File: config.mk
export PLATFORM = sky130hd
export DESIGN_NAME = qdc_host_flat
export DESIGN_NICKNAME = d
export VERILOG_FILES = /design/src/rtl/qdc_pkg.sv /design/src/rtl/qdc_link_if.sv /design/src/rtl/qdc_fifo.sv /design/src/rtl/qdc_host.sv /design/src/flat_wrapper.sv
export SDC_FILE = /design/constraint.sdc
export NUM_CORES = 1
export LEC_CHECK = 0
export BUFFER_PORTS_ARGS = -buffer_cell sky130_fd_sc_hd__buf_4
export CAP_MARGIN = 40
export CORE_MARGIN = 5
export CORE_UTILIZATION = 50
export DETAILED_ROUTE_END_ITERATION = 7
export GPL_TIMING_DRIVEN = 0
export PLACE_DENSITY = 0.66
export SETUP_SLACK_MARGIN = 0.2
export SLEW_MARGIN = 40
export SYNTH_ARGS = -nofsm -noshare
export SYNTH_HDL_FRONTEND = slang
export SYNTH_SLANG_ARGS = --single-unit
File: constraint.sdc
create_clock -name core_clk -period 4.8 [get_ports core_clk]
set_input_delay 0.24 -clock core_clk [delete_from_list [all_inputs] [get_ports core_clk]]
set_output_delay 0.24 -clock core_clk [all_outputs]
set_load 0.1 [all_outputs]
File: src/rtl/qdc_pkg.sv
// shared constants and types for the quad converter serial load path
package qdc_pkg;

    // serial frame: two channel address bits, then sixteen data bits
    localparam int ADDR_BITS   = 2;
    localparam int DATA_BITS   = 16;
    localparam int FRAME_BITS  = ADDR_BITS + DATA_BITS;
    localparam int N_CHAN      = 4;
    localparam int CHAIN_DELAY = 19;

    // codes loaded by preset and power-on reset
    localparam logic [15:0] ZERO_CODE = 16'h0000;
    localparam logic [15:0] HALF_CODE = 16'h8000;

    // host pads each frame to whole bytes, right justified
    localparam int BYTE_PAD_BITS = 6;

    // timing
    localparam int CLK_PERIOD_NS  = 40;
    localparam int SCLK_PERIOD_NS = 320;
    localparam int SCLK_HALF_CYC  = (SCLK_PERIOD_NS + 2 * CLK_PERIOD_NS - 1)
                                    / (2 * CLK_PERIOD_NS);
    localparam int CS_GAP_CYC     = 2 * SCLK_HALF_CYC;

    // input synchroniser lanes of the device
    localparam int SYNC_W  = 6;
    localparam int SI_SCLK = 0;
    localparam int SI_CS   = 1;
    localparam int SI_SDI  = 2;
    localparam int SI_LOAD = 3;
    localparam int SI_PRE  = 4;
    localparam int SI_LVL  = 5;
    // idle levels: select, strobe and preset high, others low
    localparam logic [5:0] SYNC_RST = 6'h1a;

    // cycles the reset preset is held while the level pin settles
    localparam logic [2:0] INIT_HOLD = 3'h5;

    typedef enum logic [1:0] {
        QDC_IDLE = 2'b00,
        QDC_LOW  = 2'b01,
        QDC_HIGH = 2'b10,
        QDC_GAP  = 2'b11
    } qdc_host_state_t;

endpackage

File: src/rtl/qdc_link_if.sv
// serial link between the converter control and its host
`timescale 1ns/100ps
interface qdc_link_if;
    logic sclk;
    logic cs_n;
    logic serial_in;
    logic serial_chain_out;
    logic load_all_strobe_n;
    logic preset_n;

    modport dev (
        input  sclk,
        input  cs_n,
        input  serial_in,
        input  load_all_strobe_n,
        input  preset_n,
        output serial_chain_out
    );

    modport host (
        output sclk,
        output cs_n,
        output serial_in,
        output load_all_strobe_n,
        output preset_n,
        input  serial_chain_out
    );
endinterface

File: src/rtl/qdc_fifo.sv
// synchronous valid/ready fifo for frames waiting to be shifted
`timescale 1ns/100ps
module qdc_fifo #(
    parameter int W     = 18,
    parameter int DEPTH = 16
) (
    input  wire logic         core_clk,
    input  wire logic         rst,
    input  wire logic         in_valid,
    output logic              in_ready,
    input  wire logic [W-1:0] in_data,
    output logic              out_valid,
    input  wire logic         out_ready,
    output logic [W-1:0]      out_data
);
    localparam int AW = $clog2(DEPTH);

    logic [W-1:0] mem [DEPTH];
    logic [AW:0]  wr_reg;
    logic [AW:0]  wr_next;
    logic [AW:0]  rd_reg;
    logic [AW:0]  rd_next;
    logic         full;
    logic         empty;
    logic         push;
    logic         pop;

    assign empty     = (wr_reg == rd_reg);
    assign full      = (wr_reg[AW-1:0] == rd_reg[AW-1:0]) && (wr_reg[AW] != rd_reg[AW]);
    assign in_ready  = ~full;
    assign out_valid = ~empty;
    assign out_data  = mem[rd_reg[AW-1:0]];
    assign push      = in_valid & ~full;
    assign pop       = out_ready & ~empty;

    always_comb begin
        wr_next = push ? wr_reg + 1'b1 : wr_reg;
        rd_next = pop ? rd_reg + 1'b1 : rd_reg;
    end

    always_ff @(posedge core_clk or posedge rst) begin
        if (rst) begin
            wr_reg <= '0;
            rd_reg <= '0;
        end else begin
            wr_reg <= wr_next;
            rd_reg <= rd_next;
        end
    end

    always_ff @(posedge core_clk) begin
        if (push) begin
            mem[wr_reg[AW-1:0]] <= in_data;
        end
    end
endmodule

File: src/rtl/qdc_host.sv
// host end: queues channel writes and shifts them out over the link
`timescale 1ns/100ps
module qdc_host
    import qdc_pkg::*;
#(
    parameter int PAD_BITS   = BYTE_PAD_BITS,
    parameter int FIFO_DEPTH = 16,
    parameter int HALF_CYC   = SCLK_HALF_CYC,
    parameter int GAP_CYC    = CS_GAP_CYC
) (
    input  wire logic                 core_clk,
    input  wire logic                 rst,
    input  wire logic                 wr_valid,
    output logic                      wr_ready,
    input  wire logic [ADDR_BITS-1:0] wr_chan,
    input  wire logic [DATA_BITS-1:0] wr_data,
    input  wire logic                 load_req,
    input  wire logic                 preset_req,
    output logic [FRAME_BITS-1:0]     echo_word,
    qdc_link_if.host                  link
);
    localparam int SH_W = FRAME_BITS + PAD_BITS;

    qdc_host_state_t        state_reg;
    qdc_host_state_t        state_next;
    logic [15:0]            div_reg;
    logic [15:0]            div_next;
    logic [7:0]             bits_reg;
    logic [7:0]             bits_next;
    logic [SH_W-1:0]        sh_reg;
    logic [SH_W-1:0]        sh_next;
    logic                   sclk_reg;
    logic                   sclk_next;
    logic                   cs_n_reg;
    logic                   cs_n_next;
    logic                   load_n_reg;
    logic                   preset_n_reg;
    logic [FRAME_BITS-1:0]  echo_reg;
    logic [FRAME_BITS-1:0]  echo_next;
    logic [2:0]             sdo_sync_reg;
    logic                   sdo_filt_reg;
    logic                   sdo_filt_next;
    logic                   fifo_valid;
    logic [FRAME_BITS-1:0]  fifo_data;
    logic                   pop;

    qdc_fifo #(.W(FRAME_BITS), .DEPTH(FIFO_DEPTH)) u_fifo (
        .core_clk  (core_clk),
        .rst       (rst),
        .in_valid  (wr_valid),
        .in_ready  (wr_ready),
        .in_data   ({wr_chan, wr_data}),
        .out_valid (fifo_valid),
        .out_ready (pop),
        .out_data  (fifo_data)
    );

    assign sdo_filt_next = (sdo_sync_reg[1] == sdo_sync_reg[2]) ? sdo_sync_reg[2] : sdo_filt_reg;

    always_comb begin
        state_next = state_reg;
        div_next   = div_reg;
        bits_next  = bits_reg;
        sh_next    = sh_reg;
        sclk_next  = sclk_reg;
        cs_n_next  = cs_n_reg;
        echo_next  = echo_reg;
        pop        = 1'b0;
        case (state_reg)
            QDC_IDLE: begin
                if (fifo_valid) begin
                    // pad bits lead, frame sits right justified
                    sh_next                   = '0;
                    sh_next[FRAME_BITS-1:0]   = fifo_data;
                    bits_next                 = 8'(SH_W);
                    cs_n_next                 = 1'b0;
                    div_next                  = '0;
                    pop                       = 1'b1;
                    state_next                = QDC_LOW;
                end
            end
            QDC_LOW: begin
                if (div_reg == 16'(HALF_CYC - 1)) begin
                    div_next   = '0;
                    sclk_next  = 1'b1;
                    echo_next  = {echo_reg[FRAME_BITS-2:0], sdo_filt_reg};
                    state_next = QDC_HIGH;
                end else begin
                    div_next = div_reg + 16'h0001;
                end
            end
            QDC_HIGH: begin
                if (div_reg == 16'(HALF_CYC - 1)) begin
                    div_next  = '0;
                    sclk_next = 1'b0;
                    bits_next = bits_reg - 8'h01;
                    if (bits_reg == 8'h01) begin
                        // select rises half a period after the last rising edge
                        cs_n_next  = 1'b1;
                        state_next = QDC_GAP;
                    end else begin
                        sh_next    = {sh_reg[SH_W-2:0], 1'b0};
                        state_next = QDC_LOW;
                    end
                end else begin
                    div_next = div_reg + 16'h0001;
                end
            end
            QDC_GAP: begin
                if (div_reg == 16'(GAP_CYC - 1)) begin
                    div_next   = '0;
                    state_next = QDC_IDLE;
                end else begin
                    div_next = div_reg + 16'h0001;
                end
            end
            default: begin
                state_next = QDC_IDLE;
                cs_n_next  = 1'b1;
                sclk_next  = 1'b0;
            end
        endcase
    end

    always_ff @(posedge core_clk or posedge rst) begin
        if (rst) begin
            state_reg    <= QDC_IDLE;
            div_reg      <= '0;
            bits_reg     <= '0;
            sh_reg       <= '0;
            sclk_reg     <= 1'b0;
            cs_n_reg     <= 1'b1;
            load_n_reg   <= 1'b1;
            preset_n_reg <= 1'b1;
            echo_reg     <= '0;
            sdo_sync_reg <= '0;
            sdo_filt_reg <= 1'b0;
        end else begin
            state_reg    <= state_next;
            div_reg      <= div_next;
            bits_reg     <= bits_next;
            sh_reg       <= sh_next;
            sclk_reg     <= sclk_next;
            cs_n_reg     <= cs_n_next;
            load_n_reg   <= ~load_req;
            preset_n_reg <= ~preset_req;
            echo_reg     <= echo_next;
            sdo_sync_reg <= {sdo_sync_reg[1:0], link.serial_chain_out};
            sdo_filt_reg <= sdo_filt_next;
        end
    end

    assign link.sclk              = sclk_reg;
    assign link.cs_n              = cs_n_reg;
    assign link.serial_in         = sh_reg[SH_W-1];
    assign link.load_all_strobe_n = load_n_reg;
    assign link.preset_n          = preset_n_reg;
    assign echo_word              = echo_reg;
endmodule

File: src/flat_wrapper.sv
// flat-port wrapper written by rule: the top's interface ports become plain ports
module qdc_host_flat import qdc_pkg::*;
#(
    parameter int PAD_BITS   = BYTE_PAD_BITS,
    parameter int FIFO_DEPTH = 16,
    parameter int HALF_CYC   = SCLK_HALF_CYC,
    parameter int GAP_CYC    = CS_GAP_CYC
)
  (core_clk, rst, wr_valid, wr_ready, wr_chan, wr_data, load_req, preset_req, echo_word, link_sclk, link_cs_n, link_serial_in, link_load_all_strobe_n, link_preset_n, link_serial_chain_out);
  qdc_link_if link_i ();
  input  wire logic core_clk;
  input  wire logic rst;
  input  wire logic wr_valid;
  output logic wr_ready;
  input  wire logic [ADDR_BITS-1:0] wr_chan;
  input  wire logic [DATA_BITS-1:0] wr_data;
  input  wire logic load_req;
  input  wire logic preset_req;
  output logic [FRAME_BITS-1:0] echo_word;
  output wire logic [$bits(link_i.sclk)-1:0] link_sclk;
  output wire logic [$bits(link_i.cs_n)-1:0] link_cs_n;
  output wire logic [$bits(link_i.serial_in)-1:0] link_serial_in;
  output wire logic [$bits(link_i.load_all_strobe_n)-1:0] link_load_all_strobe_n;
  output wire logic [$bits(link_i.preset_n)-1:0] link_preset_n;
  input wire logic [$bits(link_i.serial_chain_out)-1:0] link_serial_chain_out;
  assign link_sclk = link_i.sclk;
  assign link_cs_n = link_i.cs_n;
  assign link_serial_in = link_i.serial_in;
  assign link_load_all_strobe_n = link_i.load_all_strobe_n;
  assign link_preset_n = link_i.preset_n;
  assign link_i.serial_chain_out = link_serial_chain_out;
  qdc_host #(.PAD_BITS(PAD_BITS), .FIFO_DEPTH(FIFO_DEPTH), .HALF_CYC(HALF_CYC), .GAP_CYC(GAP_CYC)) u_core (.core_clk(core_clk), .rst(rst), .wr_valid(wr_valid), .wr_ready(wr_ready), .wr_chan(wr_chan), .wr_data(wr_data), .load_req(load_req), .preset_req(preset_req), .echo_word(echo_word), .link(link_i));
endmodule
==> impl_metrics.csv <==
group,metric,value,unit
status,status,"completed",
clock_network,clock-sinks,374,
critical_path,worstPathCellList,"clkbuf_1, xnor2_1, nand4_1, o21ai_1, nor4b_2, buf_2, buf_2, buf_2, buf_2",
global_routing,grt_usage,19.3,%
layout,nets,1053,
power_and_ir_drop,share_comb_of_total_power,31.7,%
logic_synthesis,syn-num-nets,920,
logic_synthesis,seq_area_frac_synth,71.1,%
global_routing,grt_start_max_net_pins,48,
floorplanning,ios,48,
sta,skew,0.0194,ns
route,drc,0,
layout,fill_cells,2215,
logic_synthesis,muxShareOfSynthArea,13.4,%
job,cap_viol_max_count,0,
critical_path,start_kind,"flip-flop",
power_and_ir_drop,p_int,7.13,mW
logic_synthesis,yosys.area_share.simple,5.49,%
placement,hpwl,20700,µm
critical_path,crit_slowest_cell,"nor4b_2",
logic_synthesis,synthAdderAreaFrac,1.14,%
logic_synthesis,synth-main-ff-cell,"edfxtp_1",
layout,drive_gt1_share,28.8,%
route,drtIter0Drc,647,
floorplanning,die-area,0.0340,mm²
floorplanning,die_h,184,µm
placement,io_buffers,47,
critical_path,cp_common_cell,"buf_2",
min_path,hold_class,"in2reg",
power_and_ir_drop,p_leak,6.55,nW
sta,max_freq,326,MHz
global_routing,grt_pass1_wl,49800,µm
logic_synthesis,synth_compound_area_share,5.46,%
sta,setup_viol,0,
clock_network,numCtsBuffers,39,
floorplanning,start_util,51.0,%
clock_network,cts_buffer_depth,3,
sta,tns,0,ns
logic_synthesis,synth_edf_count,288,
power_and_ir_drop,p_clk_share,29.0,%
clock_network,cts_tree,"built",
logic_synthesis,netlist_area,0.0152,mm²
clock_network,clkTransAtPathRegs,0.06,ns
logic_synthesis,synthXorXnorAreaFrac,1.15,%
route,wl,32200,µm
sta,worst_slew_pin_slew,0.801,ns
critical_path,crit_fanout,6,
sta,min_period_over_period,63.9,%
clock_network,post_cts_buffers,0,
sta,drv_slew,0,
placement,gp_congestion,0.788,
sta,holdWs,0.0219,ns
logic_synthesis,syn_area_per_cell,17.2,µm²
sta,slew-limit-headroom,46.6,%
critical_path,crit_type,"reg2reg",
clock_network,h-tree-depth,2,
layout,syn2layout_area_growth,16.9,%
floorplanning,core-area,0.0298,mm²
global_routing,overflow,0,
clock_network,clk-insertion-delay-late,0.53,ns
sta,fin_crit,3.07,ns
layout,largest_reg_flops,288,
route,antenna_left,0,
logic_synthesis,ys_seq_elements,374,
global_routing,antenna_found_initial,0,
route,drtPass1Iterations,4,
critical_path,endpoint_kind,"flip-flop",
clock_network,ctsResizeCount,0,
layout,final_cell_mix,"edfxtp_1, dfrtp_1, buf_4",
logic_synthesis,synth_top_family_by_area,"multiplexers",
power_and_ir_drop,p_switching,3.35,mW
power_and_ir_drop,power.density,589,mW/mm²
power_and_ir_drop,swShare,32.0,%
layout,final_common_cell,"edfxtp_1",
logic_synthesis,async_flop_share,23.0,%
critical_path,crit_path_max_incr_delay,0.67,ns
sta,finalHoldViolCount,0,
critical_path,critPathArrivalTime,3.30,ns
logic_synthesis,ys_warn_count,0,
route,vias,8264,
floorplanning,rows,63,
global_routing,grt_pass1_vias,8487,
power_and_ir_drop,irDropWorstVdd,0.000343,V
logic_synthesis,synth_cell_type_count,59,
layout,num_antenna_cells,0,
power_and_ir_drop,sequentialPowerShare,39.2,%
logic_synthesis,postSynthCellCount,883,
floorplanning,dieWidth,184,µm
route,via_per_inst,5.75,
sta,rsz0062_at_grt,"no",
critical_path,cp.required,5.03,ns
clock_network,clockRootBuffer,"clkbuf_16",
route,routedWlPerCell,22.4,µm
[power by group through the flow]
| stage | Combinational (mW) | Clock, mW | Sequential [mW] |
|---|---|---|---|
| 6_report | 3.32 | 3.04 | 4.11 |
| 5_1_grt | 3.62 | 3.25 | 4.15 |
| 4_1_cts | 3.35 | 3.09 | 4.11 |
| 3_5_place_dp | 3.33 | 0 | 4.17 |
| 3_3_place_gp | 3.20 | 0 | 4.18 |
| 2_1_floorplan | 2.28 | 0 | 4.21 |
[critical path, delay by kind of cell (launching register included)]
family,cells,cell delay (ns)
compound gates,1,0.29
xor+xnor,1,0.14
buf+inv,5,1.16
flops,1,0.34
simple gates,2,0.84
[stage by stage]
| stage | utilization [%] | cells | setup WS (ns) | cell area, µm² | power (mW) |
|---|---|---|---|---|---|
| 4_1_cts | 59.6 | 1437 | 1.81 | 17800 | 10.6 |
| 3_3_place_gp | 53.8 | 1320 | -0.965 | 16000 | 7.38 |
| 2_1_floorplan | - | 883 | 1.43 | 15200 | 6.49 |
| 3_5_place_dp | 54.9 | 1354 | 1.82 | 16300 | 7.50 |
| 5_1_grt | 59.6 | 1437 | 1.62 | 17800 | 11.0 |
| 6_report | 59.6 | 1437 | 1.73 | 17800 | 10.5 |
[cells in the mapped netlist, drive strengths merged (5+ instances only)]
cell    number  area (µm²)
a21oi       11        55.1
nor4b        6        65.1
buf         29         174
edfxtp     288        8650
xnor2       14         123
and3        10        62.6
mux4        55        1240
nor3b        7        57.6
or3          5        31.3
a221oi      17         149
ha          13         163
a31oi        6        37.5
nand4        7        43.8
xor2         6        52.6
mux2        54         612
inv         30         113
clkbuf      15        56.3
nor2        12        45.0
a22o         6        52.6
and4         9        78.8
dfrtp       83        2080
nor3         5        25.0
nand3       24         120
o21ai       49         245
nand2       45         171
mux2i       19         190
a21boi       5        41.3
a22oi       20         150
[final timing paths]
| kind | end | cells past startpoint | slack, ns | startpoint |
|---|---|---|---|---|
| max in group asynchronous | u_core.link.cs_n$_DFFE_PP1P_ | 4 | 3.91 | rst |
| min in group asynchronous | u_core.sdo_sync_reg[0]$_DFF_PP0_ | 3 | 0.28 | rst |
| worst min register to register | u_core.sdo_sync_reg[1]$_DFF_PP0_ | 0 | 0.38 | u_core.sdo_sync_reg[0]$_DFF_PP0_ |
| worst min-delay path | u_core.u_fifo.mem[5][3]$_DFFE_PP_ | 1 | 0.02 | wr_data[3] |
| worst max-delay path | u_core.u_fifo.mem[3][9]$_DFFE_PP_ | 9 | 1.73 | u_core.u_fifo.rd_reg[0]$_DFFE_PP0P_ |
| worst max register to register | u_core.u_fifo.mem[3][9]$_DFFE_PP_ | 9 | 1.73 | u_core.u_fifo.rd_reg[0]$_DFFE_PP0P_ |
[routing by layer]
layer	vias up	track usage [%]	share of wire (%)
li1	3752	-	-
met5	-	0	0
met4	0	5.59	2.2
met1	4235	26.6	43
met3	46	3.14	5.3
met2	231	32.2	49
[logic make-up after synthesis]
kind of cell               count (synthesis)
adders and majority gates                 14
xor gates and xnor gates                  20
muxes                                    128
DFF                                      374
AOI/OAI and AO/OA                        127
buffers and inverters                     74
and+or+nand+nor                          146
[cell type report]
| class | count | area [µm²] | area share, % |
|---|---|---|---|
| flip-flops and latches | 374 | 10800 | 60.8 |
| multi-input cells | 435 | 4120 | 23.2 |
| clock buffers | 55 | 1110 | 6.23 |
| repair buffers | 92 | 701 | 3.94 |
| well taps | 390 | 488 | 2.75 |
| plain buffers | 44 | 234 | 1.32 |
| clock inverters | 17 | 204 | 1.15 |
| inverters | 30 | 118 | 0.662 |
[repair_timing]
| action | in CTS | in global routing |
|---|---|---|
| hold buffers | 11 | 0 |
| endpoints found under the setup margin | 0 | 0 |
| endpoints found under the hold margin | 136 | 0 |
No activity file was read; power rests on OpenSTA's default activity.
